File: src/rtl/ssrp_map.vh
// Constants for the service request port: command codes, AHB codes, sizes, addresses.
// Assumes inclusion by the single design module only.
`ifndef SSRP_MAP_VH
`define SSRP_MAP_VH
`define SSRP_CMD_CERT 8'h00
`define SSRP_CMD_SERIAL 8'h01
`define SSRP_CMD_USER_ID_CODE 8'h04
`define SSRP_CMD_VERSION 8'h05
`define SSRP_STAT_OK 8'h00
`define SSRP_STAT_UNKNOWN 8'hFC
`define SSRP_STAT_BUSERR 8'hFF
`define SSRP_PAD24 24'h000000
`define SSRP_WORDS_SERIAL 10'h004
`define SSRP_WORDS_USER_ID_CODE 10'h001
`define SSRP_WORDS_CERT 10'h0C0
`define SSRP_WORDS_VERSION 10'h001
`define SSRP_WORDS_ZERO 10'h000
`define SSRP_WORDS_ONE 10'h001
`define SSRP_HTRANS_IDLE 2'h0
`define SSRP_HTRANS_NONSEQ 2'h2
`define SSRP_HSIZE_WORD 3'h2
`define SSRP_HBURST_SINGLE 3'h0
`define SSRP_ADDR_CTRL 32'h40016000
`define SSRP_ADDR_STATUS 32'h40016004
`define SSRP_ADDR_DATA 32'h4001600C
`define SSRP_ADDR_STEP 32'h00000004
`define SSRP_BIT_RXAVAIL 1
`endif

File: src/rtl/ssrp_top.v
// Service request front end: user command port in, AHB-Lite master out toward the communication block.
// Assumes an AHB-Lite fabric port on clk with a single slave behind it.
// Function
// - Decode each command code and turn each of the four known codes into AHB-Lite master transfers.
// - service_in_progress low when idle, high throughout a service.
// - Results return as 32-bit read_word qualified by read_word_valid.
// - One 8-bit response_code per service qualified by response_code_valid.
// - Codes: serial 1, user code 4, certificate 0, design version 5.
// - comm_block_interrupt input from the block gates the result reads once result words are ready.
// - Unknown code answers with the echoed command and status 252.
`timescale 1ns/100ps
`include "ssrp_map.vh"
module ssrp_top (
   input wire clk,
   input wire rst,
   input wire request_strobe,
   input wire [7:0] command_code_in,
   output wire service_in_progress,
   output reg [31:0] read_word,
   output reg read_word_valid,
   output reg [7:0] response_code,
   output reg response_code_valid,
   input wire comm_block_interrupt,
   output reg [31:0] haddr,
   output reg [1:0] htrans,
   output reg hwrite,
   output wire [2:0] hsize,
   output wire [2:0] hburst,
   output reg [31:0] hwdata,
   input wire [31:0] hrdata,
   input wire hready,
   input wire hresp
);
   ////////////////////////////////////////////////////////////////////////////////
   // Sequencer states
   localparam ST_IDLE = 3'h0;
   localparam ST_CMD_A = 3'h1;
   localparam ST_CMD_D = 3'h2;
   localparam ST_WAIT = 3'h3;
   localparam ST_RD_A = 3'h4;
   localparam ST_RD_D = 3'h5;
   localparam ST_DONE = 3'h6;

   ////////////////////////////////////////////////////////////////////////////////
   // Request and transfer bookkeeping
   reg [2:0] state_reg;
   reg [7:0] cmd_reg;
   reg [9:0] left_reg;
   reg [31:0] rd_addr_reg;
   reg err_reg;
   reg strobe_seen_reg;

   // Interrupt synchroniser stages and the agreed level
   reg [2:0] irq_sync_reg;
   reg irq_level_reg;

   // Word count for the code now on the input
   reg [9:0] words_next;
   wire irq_event;
   wire take_req;

   ////////////////////////////////////////////////////////////////////////////////
   // Word singles only; no bursts, so every stalled word costs its own wait
   assign hsize = `SSRP_HSIZE_WORD;
   assign hburst = `SSRP_HBURST_SINGLE;
   assign service_in_progress = (state_reg != ST_IDLE);

   // Rising strobe only, so a held strobe does not relaunch the service
   assign take_req = request_strobe && !strobe_seen_reg;

   // Agreed interrupt level gates the result reads
   assign irq_event = irq_level_reg;
   ////////////////////////////////////////////////////////////////////////////////
   // Fixed result sizes in words: serial 4, user code 1, certificate 192, version 1
   always @* begin
      case (command_code_in)
         `SSRP_CMD_SERIAL: words_next = `SSRP_WORDS_SERIAL;
         `SSRP_CMD_USER_ID_CODE: words_next = `SSRP_WORDS_USER_ID_CODE;
         `SSRP_CMD_CERT: words_next = `SSRP_WORDS_CERT;
         `SSRP_CMD_VERSION: words_next = `SSRP_WORDS_VERSION;
         default: words_next = `SSRP_WORDS_ZERO;
      endcase
   end

   ////////////////////////////////////////////////////////////////////////////////
   // Interrupt is from the controller's domain; a change counts once stages two and three agree
   always @(posedge clk or posedge rst) begin
      if (rst) begin
         irq_sync_reg <= 3'h0;
         irq_level_reg <= 1'b0;
      end else begin
         irq_sync_reg <= {irq_sync_reg[1:0], comm_block_interrupt};
         if (irq_sync_reg[1] == irq_sync_reg[2]) begin
            irq_level_reg <= irq_sync_reg[2];
         end
      end
   end

   ////////////////////////////////////////////////////////////////////////////////
   // Main sequencer: command write, interrupt wait, word reads, status
   always @(posedge clk or posedge rst) begin
      if (rst) begin
         state_reg <= ST_IDLE;
         cmd_reg <= 8'h00;
         left_reg <= 10'h000;
         rd_addr_reg <= 32'h00000000;
         err_reg <= 1'b0;
         strobe_seen_reg <= 1'b0;
         haddr <= 32'h00000000;
         htrans <= `SSRP_HTRANS_IDLE;
         hwrite <= 1'b0;
         hwdata <= 32'h00000000;
         read_word <= 32'h00000000;
         read_word_valid <= 1'b0;
         response_code <= 8'h00;
         response_code_valid <= 1'b0;
      end else begin
         // Pulses default low and stand for the single cycle that sets them
         read_word_valid <= 1'b0;
         response_code_valid <= 1'b0;
         strobe_seen_reg <= request_strobe;
         case (state_reg)
            // Waiting for a fresh request
            ST_IDLE: begin
               if (take_req) begin
                  cmd_reg <= command_code_in;
                  left_reg <= words_next;
                  err_reg <= 1'b0;
                  rd_addr_reg <= `SSRP_ADDR_DATA;
                  if (words_next == `SSRP_WORDS_ZERO) begin
                     state_reg <= ST_DONE;
                  end else begin
                     haddr <= `SSRP_ADDR_CTRL;
                     htrans <= `SSRP_HTRANS_NONSEQ;
                     hwrite <= 1'b1;
                     state_reg <= ST_CMD_A;
                  end
               end
            end

            // Address phase of the command write
            ST_CMD_A: begin
               if (hready) begin
                  htrans <= `SSRP_HTRANS_IDLE;
                  hwrite <= 1'b0;
                  hwdata <= {`SSRP_PAD24, cmd_reg};
                  state_reg <= ST_CMD_D;
               end
            end

            // Data phase carries the command byte
            ST_CMD_D: begin
               if (hready) begin
                  err_reg <= hresp;
                  state_reg <= hresp ? ST_DONE : ST_WAIT;
               end
            end

            ST_WAIT: begin
               // Controller raises its interrupt when result words are ready
               if (irq_event) begin
                  haddr <= rd_addr_reg;
                  htrans <= `SSRP_HTRANS_NONSEQ;
                  state_reg <= ST_RD_A;
               end
            end

            // Address phase of one result read
            ST_RD_A: begin
               if (hready) begin
                  htrans <= `SSRP_HTRANS_IDLE;
                  state_reg <= ST_RD_D;
               end
            end

            // Data phase; one word out per read
            ST_RD_D: begin
               if (hready) begin
                  read_word <= hrdata;
                  read_word_valid <= ~hresp;
                  err_reg <= hresp;
                  left_reg <= left_reg - `SSRP_WORDS_ONE;
                  rd_addr_reg <= rd_addr_reg + `SSRP_ADDR_STEP;
                  if (hresp || left_reg == `SSRP_WORDS_ONE) begin
                     state_reg <= ST_DONE;
                  end else begin
                     haddr <= rd_addr_reg + `SSRP_ADDR_STEP;
                     htrans <= `SSRP_HTRANS_NONSEQ;
                     state_reg <= ST_RD_A;
                  end
               end
            end

            // One status per service, then back to idle
            ST_DONE: begin
               response_code_valid <= 1'b1;
               if (left_reg == `SSRP_WORDS_ZERO && !err_reg && words_ok(cmd_reg)) begin
                  response_code <= `SSRP_STAT_OK;
               end else if (!words_ok(cmd_reg)) begin
                  // Echo of the command rides on read_word in the same cycle
                  response_code <= `SSRP_STAT_UNKNOWN;
                  read_word <= {`SSRP_PAD24, cmd_reg};
               end else begin
                  response_code <= `SSRP_STAT_BUSERR;
               end
               state_reg <= ST_IDLE;
            end

            default: state_reg <= ST_IDLE;
         endcase
      end
   end

   ////////////////////////////////////////////////////////////////////////////////
   // True for the four device information codes
   function words_ok;
      input [7:0] code;
      begin
         words_ok = (code == `SSRP_CMD_SERIAL) ||
            (code == `SSRP_CMD_USER_ID_CODE) ||
            (code == `SSRP_CMD_CERT) ||
            (code == `SSRP_CMD_VERSION);
      end
   endfunction
endmodule // ssrp_top

File: config.mk
export PLATFORM = sky130hd
export DESIGN_NAME = ssrp_top
export DESIGN_NICKNAME = d
export VERILOG_FILES = /design/src/rtl/ssrp_top.v
export VERILOG_INCLUDE_DIRS = /design/src /design/src/rtl
export SDC_FILE = /design/constraint.sdc
export NUM_CORES = 1
export LEC_CHECK = 0
export ABC_CLOCK_PERIOD_IN_PS = 4200
export BUFFER_PORTS_ARGS = -buffer_cell sky130_fd_sc_hd__buf_2
export CORE_AREA = 2 2 147 113
export DETAILED_ROUTE_END_ITERATION = 8
export DIE_AREA = 0 0 149 115
export GPL_TIMING_DRIVEN = 1
export PLACE_DENSITY = 0.71
export SYNTH_ARGS = -nofsm -noshare
export SYNTH_HDL_FRONTEND = slang
export SYNTH_SLANG_ARGS = --single-unit
File: constraint.sdc
create_clock -name clk -period 4.2 [get_ports clk]
set_input_delay 0.63 -clock clk [delete_from_list [all_inputs] [get_ports clk]]
set_output_delay 0.63 -clock clk [all_outputs]
set_load 0.1 [all_outputs]
-- After elaboration in Yosys (flattened, before gate mapping)
Cells that the tools add are included.
- memories: 0
- memory bits (writable): 0
- word-level logic and storage cells: 124
- output and inout port bits: 116
- ROM bits: 0
- bits in latches: 0
- input port bits: 46
- flip-flop bits (word level): 144
- magnitude comparators: 0
- reductions and logical operators: 33
- bitwise gates (word level): 1
- multiply operators: 0
- add/subtract/negate cells: 2
- divide/modulo/power cells: 0
- eq/ne operators: 26
- shift operators: 0
- mux-type cells: 46
- operators with widths (cell ; number):
    two-way mux 32 bit ; 10
    one-hot mux 32 bit (2 select lines) ; 2
    one-hot mux 32 bit (3 select lines) ; 1
    adder 32 x 3 -> 32 bit, second input constant ; 1
    == test 8 x 3 -> 1 bit, second input constant ; 4
    two-way mux 3 bit ; 8
    one-hot mux 8 bit (3 select lines) ; 1
    zero test 10 bit ; 2
    two-way mux 10 bit ; 2
    != test 2 bit, second input constant ; 10
    one-hot mux 10 bit (2 select lines) ; 1
    one-hot mux 3 bit (6 select lines) ; 1
    == test 8 x 1 -> 1 bit, second input constant ; 2
    zero test 8 bit ; 2
    two-way mux 2 bit ; 8
    AND reduction 6 bit ; 2
    == test 10 x 1 -> 1 bit, second input constant ; 1
    subtractor 10 x 1 -> 10 bit, second input constant ; 1
    == test 3 bit, second input constant ; 3
    two-way mux 1 bit ; 8
    two-way mux 8 bit ; 1
    one-hot mux 2 bit (4 select lines) ; 1
    AND reduction 4 bit ; 2
    nonzero test 2 bit ; 4
    other kinds (16) ; 30

-- Longest topological paths before layout
- word-level depth: 7
- depth in mapped cells: 9
- mapped depth without buffers: 6

-- Least setup slack after synthesis
Ideal clock, no wire load.
- path kind: flip-flop to flip-flop
- start point: register state_reg[0]
- end point: register haddr[10]
- path slack: 1.528 ns
- setup time: 0.125 ns
- arrival: 2.547 ns
- data required time: 4.075 ns
- buffers on the path: 3
- cell stages (with the launch flop): 9
- period minus slack after synthesis: 2.672 ns
- cells stage by stage: dfrtp_1 buf_2 or3_1 clkbuf_1 nor4_4 o32ai_1 nor2_1 buf_4 mux2_2
- cells in the longest elaborated chain, start to end: 3
- elaborated cells between the ends (all ways): 11
- those cells by class: eq/ne (7); mux (1); reduce/logical (3)
- ends and longest elaborated chain (item ; line ; RTL):
    start, declared ; ssrp_top.v:46 ; reg [2:0] state_reg;
    start signal, assigned ; ssrp_top.v:155 ; state_reg <= hresp ? ST_DONE : ST_WAIT;
    == test 3 bit (tied with other cells) ; ssrp_top.v:122 ; case (state_reg)
    != test 2 bit (no source line) or nonzero test 3 bit (tied branches) ; - ;
    AND reduction 6 bit (no source line) ; - ;
    end signal, assigned ; ssrp_top.v:133 ; haddr <= `SSRP_ADDR_CTRL;
    end signal, assigned ; ssrp_top.v:162 ; haddr <= rd_addr_reg;
    end signal, assigned ; ssrp_top.v:187 ; haddr <= rd_addr_reg + `SSRP_ADDR_STEP;
    end, declared ; ssrp_top.v:24 ; output reg [31:0] haddr,
Several ways; a longest one is shown, not always the timed one.
A chain may end at the register's enable or synchronous reset.

-- Worst setup path in the final report
- start point: register state_reg[0]
- end point: register haddr[27]
The elaborated chain is that of the path after synthesis.

==> flow_summary.json <==
{
  "total_power_mw": 6.17,
  "r2r_end": "haddr[27]",
  "initial_core_util_pct": 44.3,
  "grt_pass1_wl_mm": 28.3,
  "chipWidth_um": 149,
  "dp_hpwl_mm": 11.7,
  "drv_cap": 0,
  "fin_hold_ws_ns": 0.327,
  "max_slew_margin_pct": 16.9,
  "cts-resized-gates": 0,
  "synthFlopType": "dfrtp_1",
  "vias": 5886,
  "ctsHoldBuffers": 0,
  "drt-total-wl_mm": 17.1,
  "finalSetupTns_ns": 0,
  "cts_setup_buffers": 0,
  "syn-cell-area_um2": 6960,
  "final.setup.worst_slack_ns": 1.43,
  "yosysSeqAreaShare_pct": 48.1,
  "outcome": "complete, no violations",
  "routabilityCongestion": 0.846,
  "overflow": 0,
  "syn_inst": 731,
  "drcViolationCount": 0,
  "r2r-start": "state_reg[0]",
  "ff2ff_setup_slack_ns": 1.43,
  "clk_latency_ns": 0.42,
  "yosys_warnings": 0,
  "cp_data_required_time_ns": 4.50,
  "seqPwrFrac_pct": 30.5,
  "drtIter0Drc": 488,
  "syn2layout_area_growth_pct": 16.8,
  "start_kind": "register",
  "n_antenna_cell": 0,
  "async_flop_share_pct": 100,
  "tightest_slew_ns": 1.23,
  "ff2ff_path_depth": 6,
  "clockBufferDepth": 2,
  "synth-edff-count": 0,
  "syn_avg_cell_area_um2": 9.53,
  "cts-buffers-inserted": 17,
  "grt.total_usage_pct": 21.0,
  "boundaryPins": 162,
  "final_cell_mix": "dfrtp_1, buf_2, nand2_1, o21ai_0, nor2_1",
  "cts.htree.levels": 4,
  "p_switching_mw": 3.14,
  "drive_gt1_share_pct": 25.8,
  "grt_pass1_vias": 5372,
  "power.density_nw_per_um2": 759,
  "crit_slowest_cell": "o32ai_1",
  "max_freq_ghz": 0.361,
  "ant_nets": 0,
  "rsz0062_at_grt": "no",
  "ys_ff_latch": 134,
  "worstSetupEndpoint": "haddr[27]",
  "p_comb_share_pct": 46.8,
  "die-area_um2": 17100,
  "cts_root_buf": "clkbuf_16",
  "num_rows": 40,
  "setup_viol": 0,
  "synth.distinct_cells": 64,
  "power.internal_mw": 3.03,
  "critical_path_class": "register to register",
  "drtPass1Iterations": 5,
  "core_um2": 15700,
  "finClkSkew_ns": 0.00839,
  "final_max_slew_viol_count": 0,
  "clkTransAtPathRegs_ns": 0.06,
  "final_cell_area_um2": 8130,
  "hold_path_class": "input pin to register",
  "cts_sinks": 134,
  "cp.arrival_ns": 3.07,
  "finalHoldViolCount": 0,
  "port_buffers": 130,
  "dp.cells": 1016,
  "cpPeakStageDelay_ns": 0.89,
  "power.leakage_nw": 3.86,
  "largest_reg_flops": 32,
  "critical_path.cell_chain": "or3_1 -> nor4_4 -> o32ai_1 -> nor2_1 -> buf_4 -> mux2_2",
  "final_util_pct": 51.8,
  "layout_commonest_cell": "dfrtp_1",
  "final_cells": 1048,
  "finalCritPeriodShare_pct": 65.9,
  "cts_tree": "built",
  "ir_drop_mv": 0.410,
  "critPathMaxFanout": 20,
  "dpl_cell_area_um2": 7580,
  "crit_path_start": "state_reg[0]",
  "crit_path_end_kind": "register",
  "grt_start_max_net_pins": 62,
  "swShare_pct": 50.9,
  "die_h_um": 115,
  "vias_per_cell": 5.62,
  "post_drt_wl_per_cell_um": 16.4,
  "clockPowerShare_pct": 22.7,
  "nNetsFinal": 875,
  "dp_slack_ns": 1.22,
  "grt_antenna_before_repair": 0,
  "fin_crit_ns": 2.77
}
## synthesized netlist by cell type (all sizes together), types with 13 or more instances
| library cell | instances | area (µm²) |
|---|---|---|
| dfrtp | 134 | 3350 |
| a31oi | 25 | 156 |
| buf | 53 | 369 |
| a21oi | 37 | 185 |
| clkbuf | 44 | 165 |
| mux2 | 27 | 304 |
| o21ai | 56 | 280 |
| nand3 | 22 | 110 |
| nand2 | 87 | 327 |
| nor2 | 42 | 160 |
| o31ai | 15 | 113 |
| a22o | 29 | 254 |
| nand4 | 13 | 81.3 |
## power groups by stage
stage                     Sequential [mW]  Combinational (mW)  Clock [mW]
after floorplan                      3.02                1.28           0
after global placement               1.89                2.85           0
after detailed placement             1.90                2.89           0
after CTS                            1.88                2.89        1.43
after global routing                 1.94                3.07        1.49
final                                1.88                2.89        1.40
## metal layers
metal	GRT usage (%)	share of wire (%)	vias to the layer above	routed length, µm
li1	-	-	2764	-
met1	31.6	49	2846	8410
met2	29.8	42	253	7220
met3	5.60	7.2	23	1240
met4	5.65	1.6	0	275
met5	0	0	-	0
## worst min-delay path by stage
stage | startpoint | endpoint | slack (ns) | cells after the start
after floorplan | irq_sync_reg[0] | irq_sync_reg[1] | 0.33 | 0
after global placement | irq_sync_reg[0] | irq_sync_reg[1] | 0.34 | 0
after detailed placement | irq_sync_reg[0] | irq_sync_reg[1] | 0.35 | 0
after CTS | comm_block_interrupt | irq_sync_reg[0] | 0.31 | 1
after global routing | comm_block_interrupt | irq_sync_reg[0] | 0.31 | 1
final | comm_block_interrupt | irq_sync_reg[0] | 0.33 | 1
## logic make-up after synthesis
kind of cell,share of synthesized area (%)
xor gates and xnor gates,1.01
AOI/OAI and AO/OA,18.3
and+or+nand+nor,17.5
buffers and inverters,8.16
muxes,5.95
other,0.108
adders and majority gates,0.862
DFF,48.1
## area by class of cell
| class | instances | area, µm² |
|---|---|---|
| Clock inverter | 15 | 131 |
| Inverter | 9 | 37.5 |
| Timing Repair Buffer | 143 | 761 |
| Clock buffer | 17 | 425 |
| Tap cell | 210 | 263 |
| Multi-Input combinational cell | 520 | 3160 |
| Sequential cell | 134 | 3350 |
| Fill cell | 1466 | 7580 |
## critical path, delay by kind of cell, from the launching register on
family,cells,cell delay [ns]
compound gates,1,0.89
flops,1,0.68
simple gates,3,0.48
mux,1,0.31
buf+inv,1,0.27
Note: power is estimated with default switching activity, not from simulation.
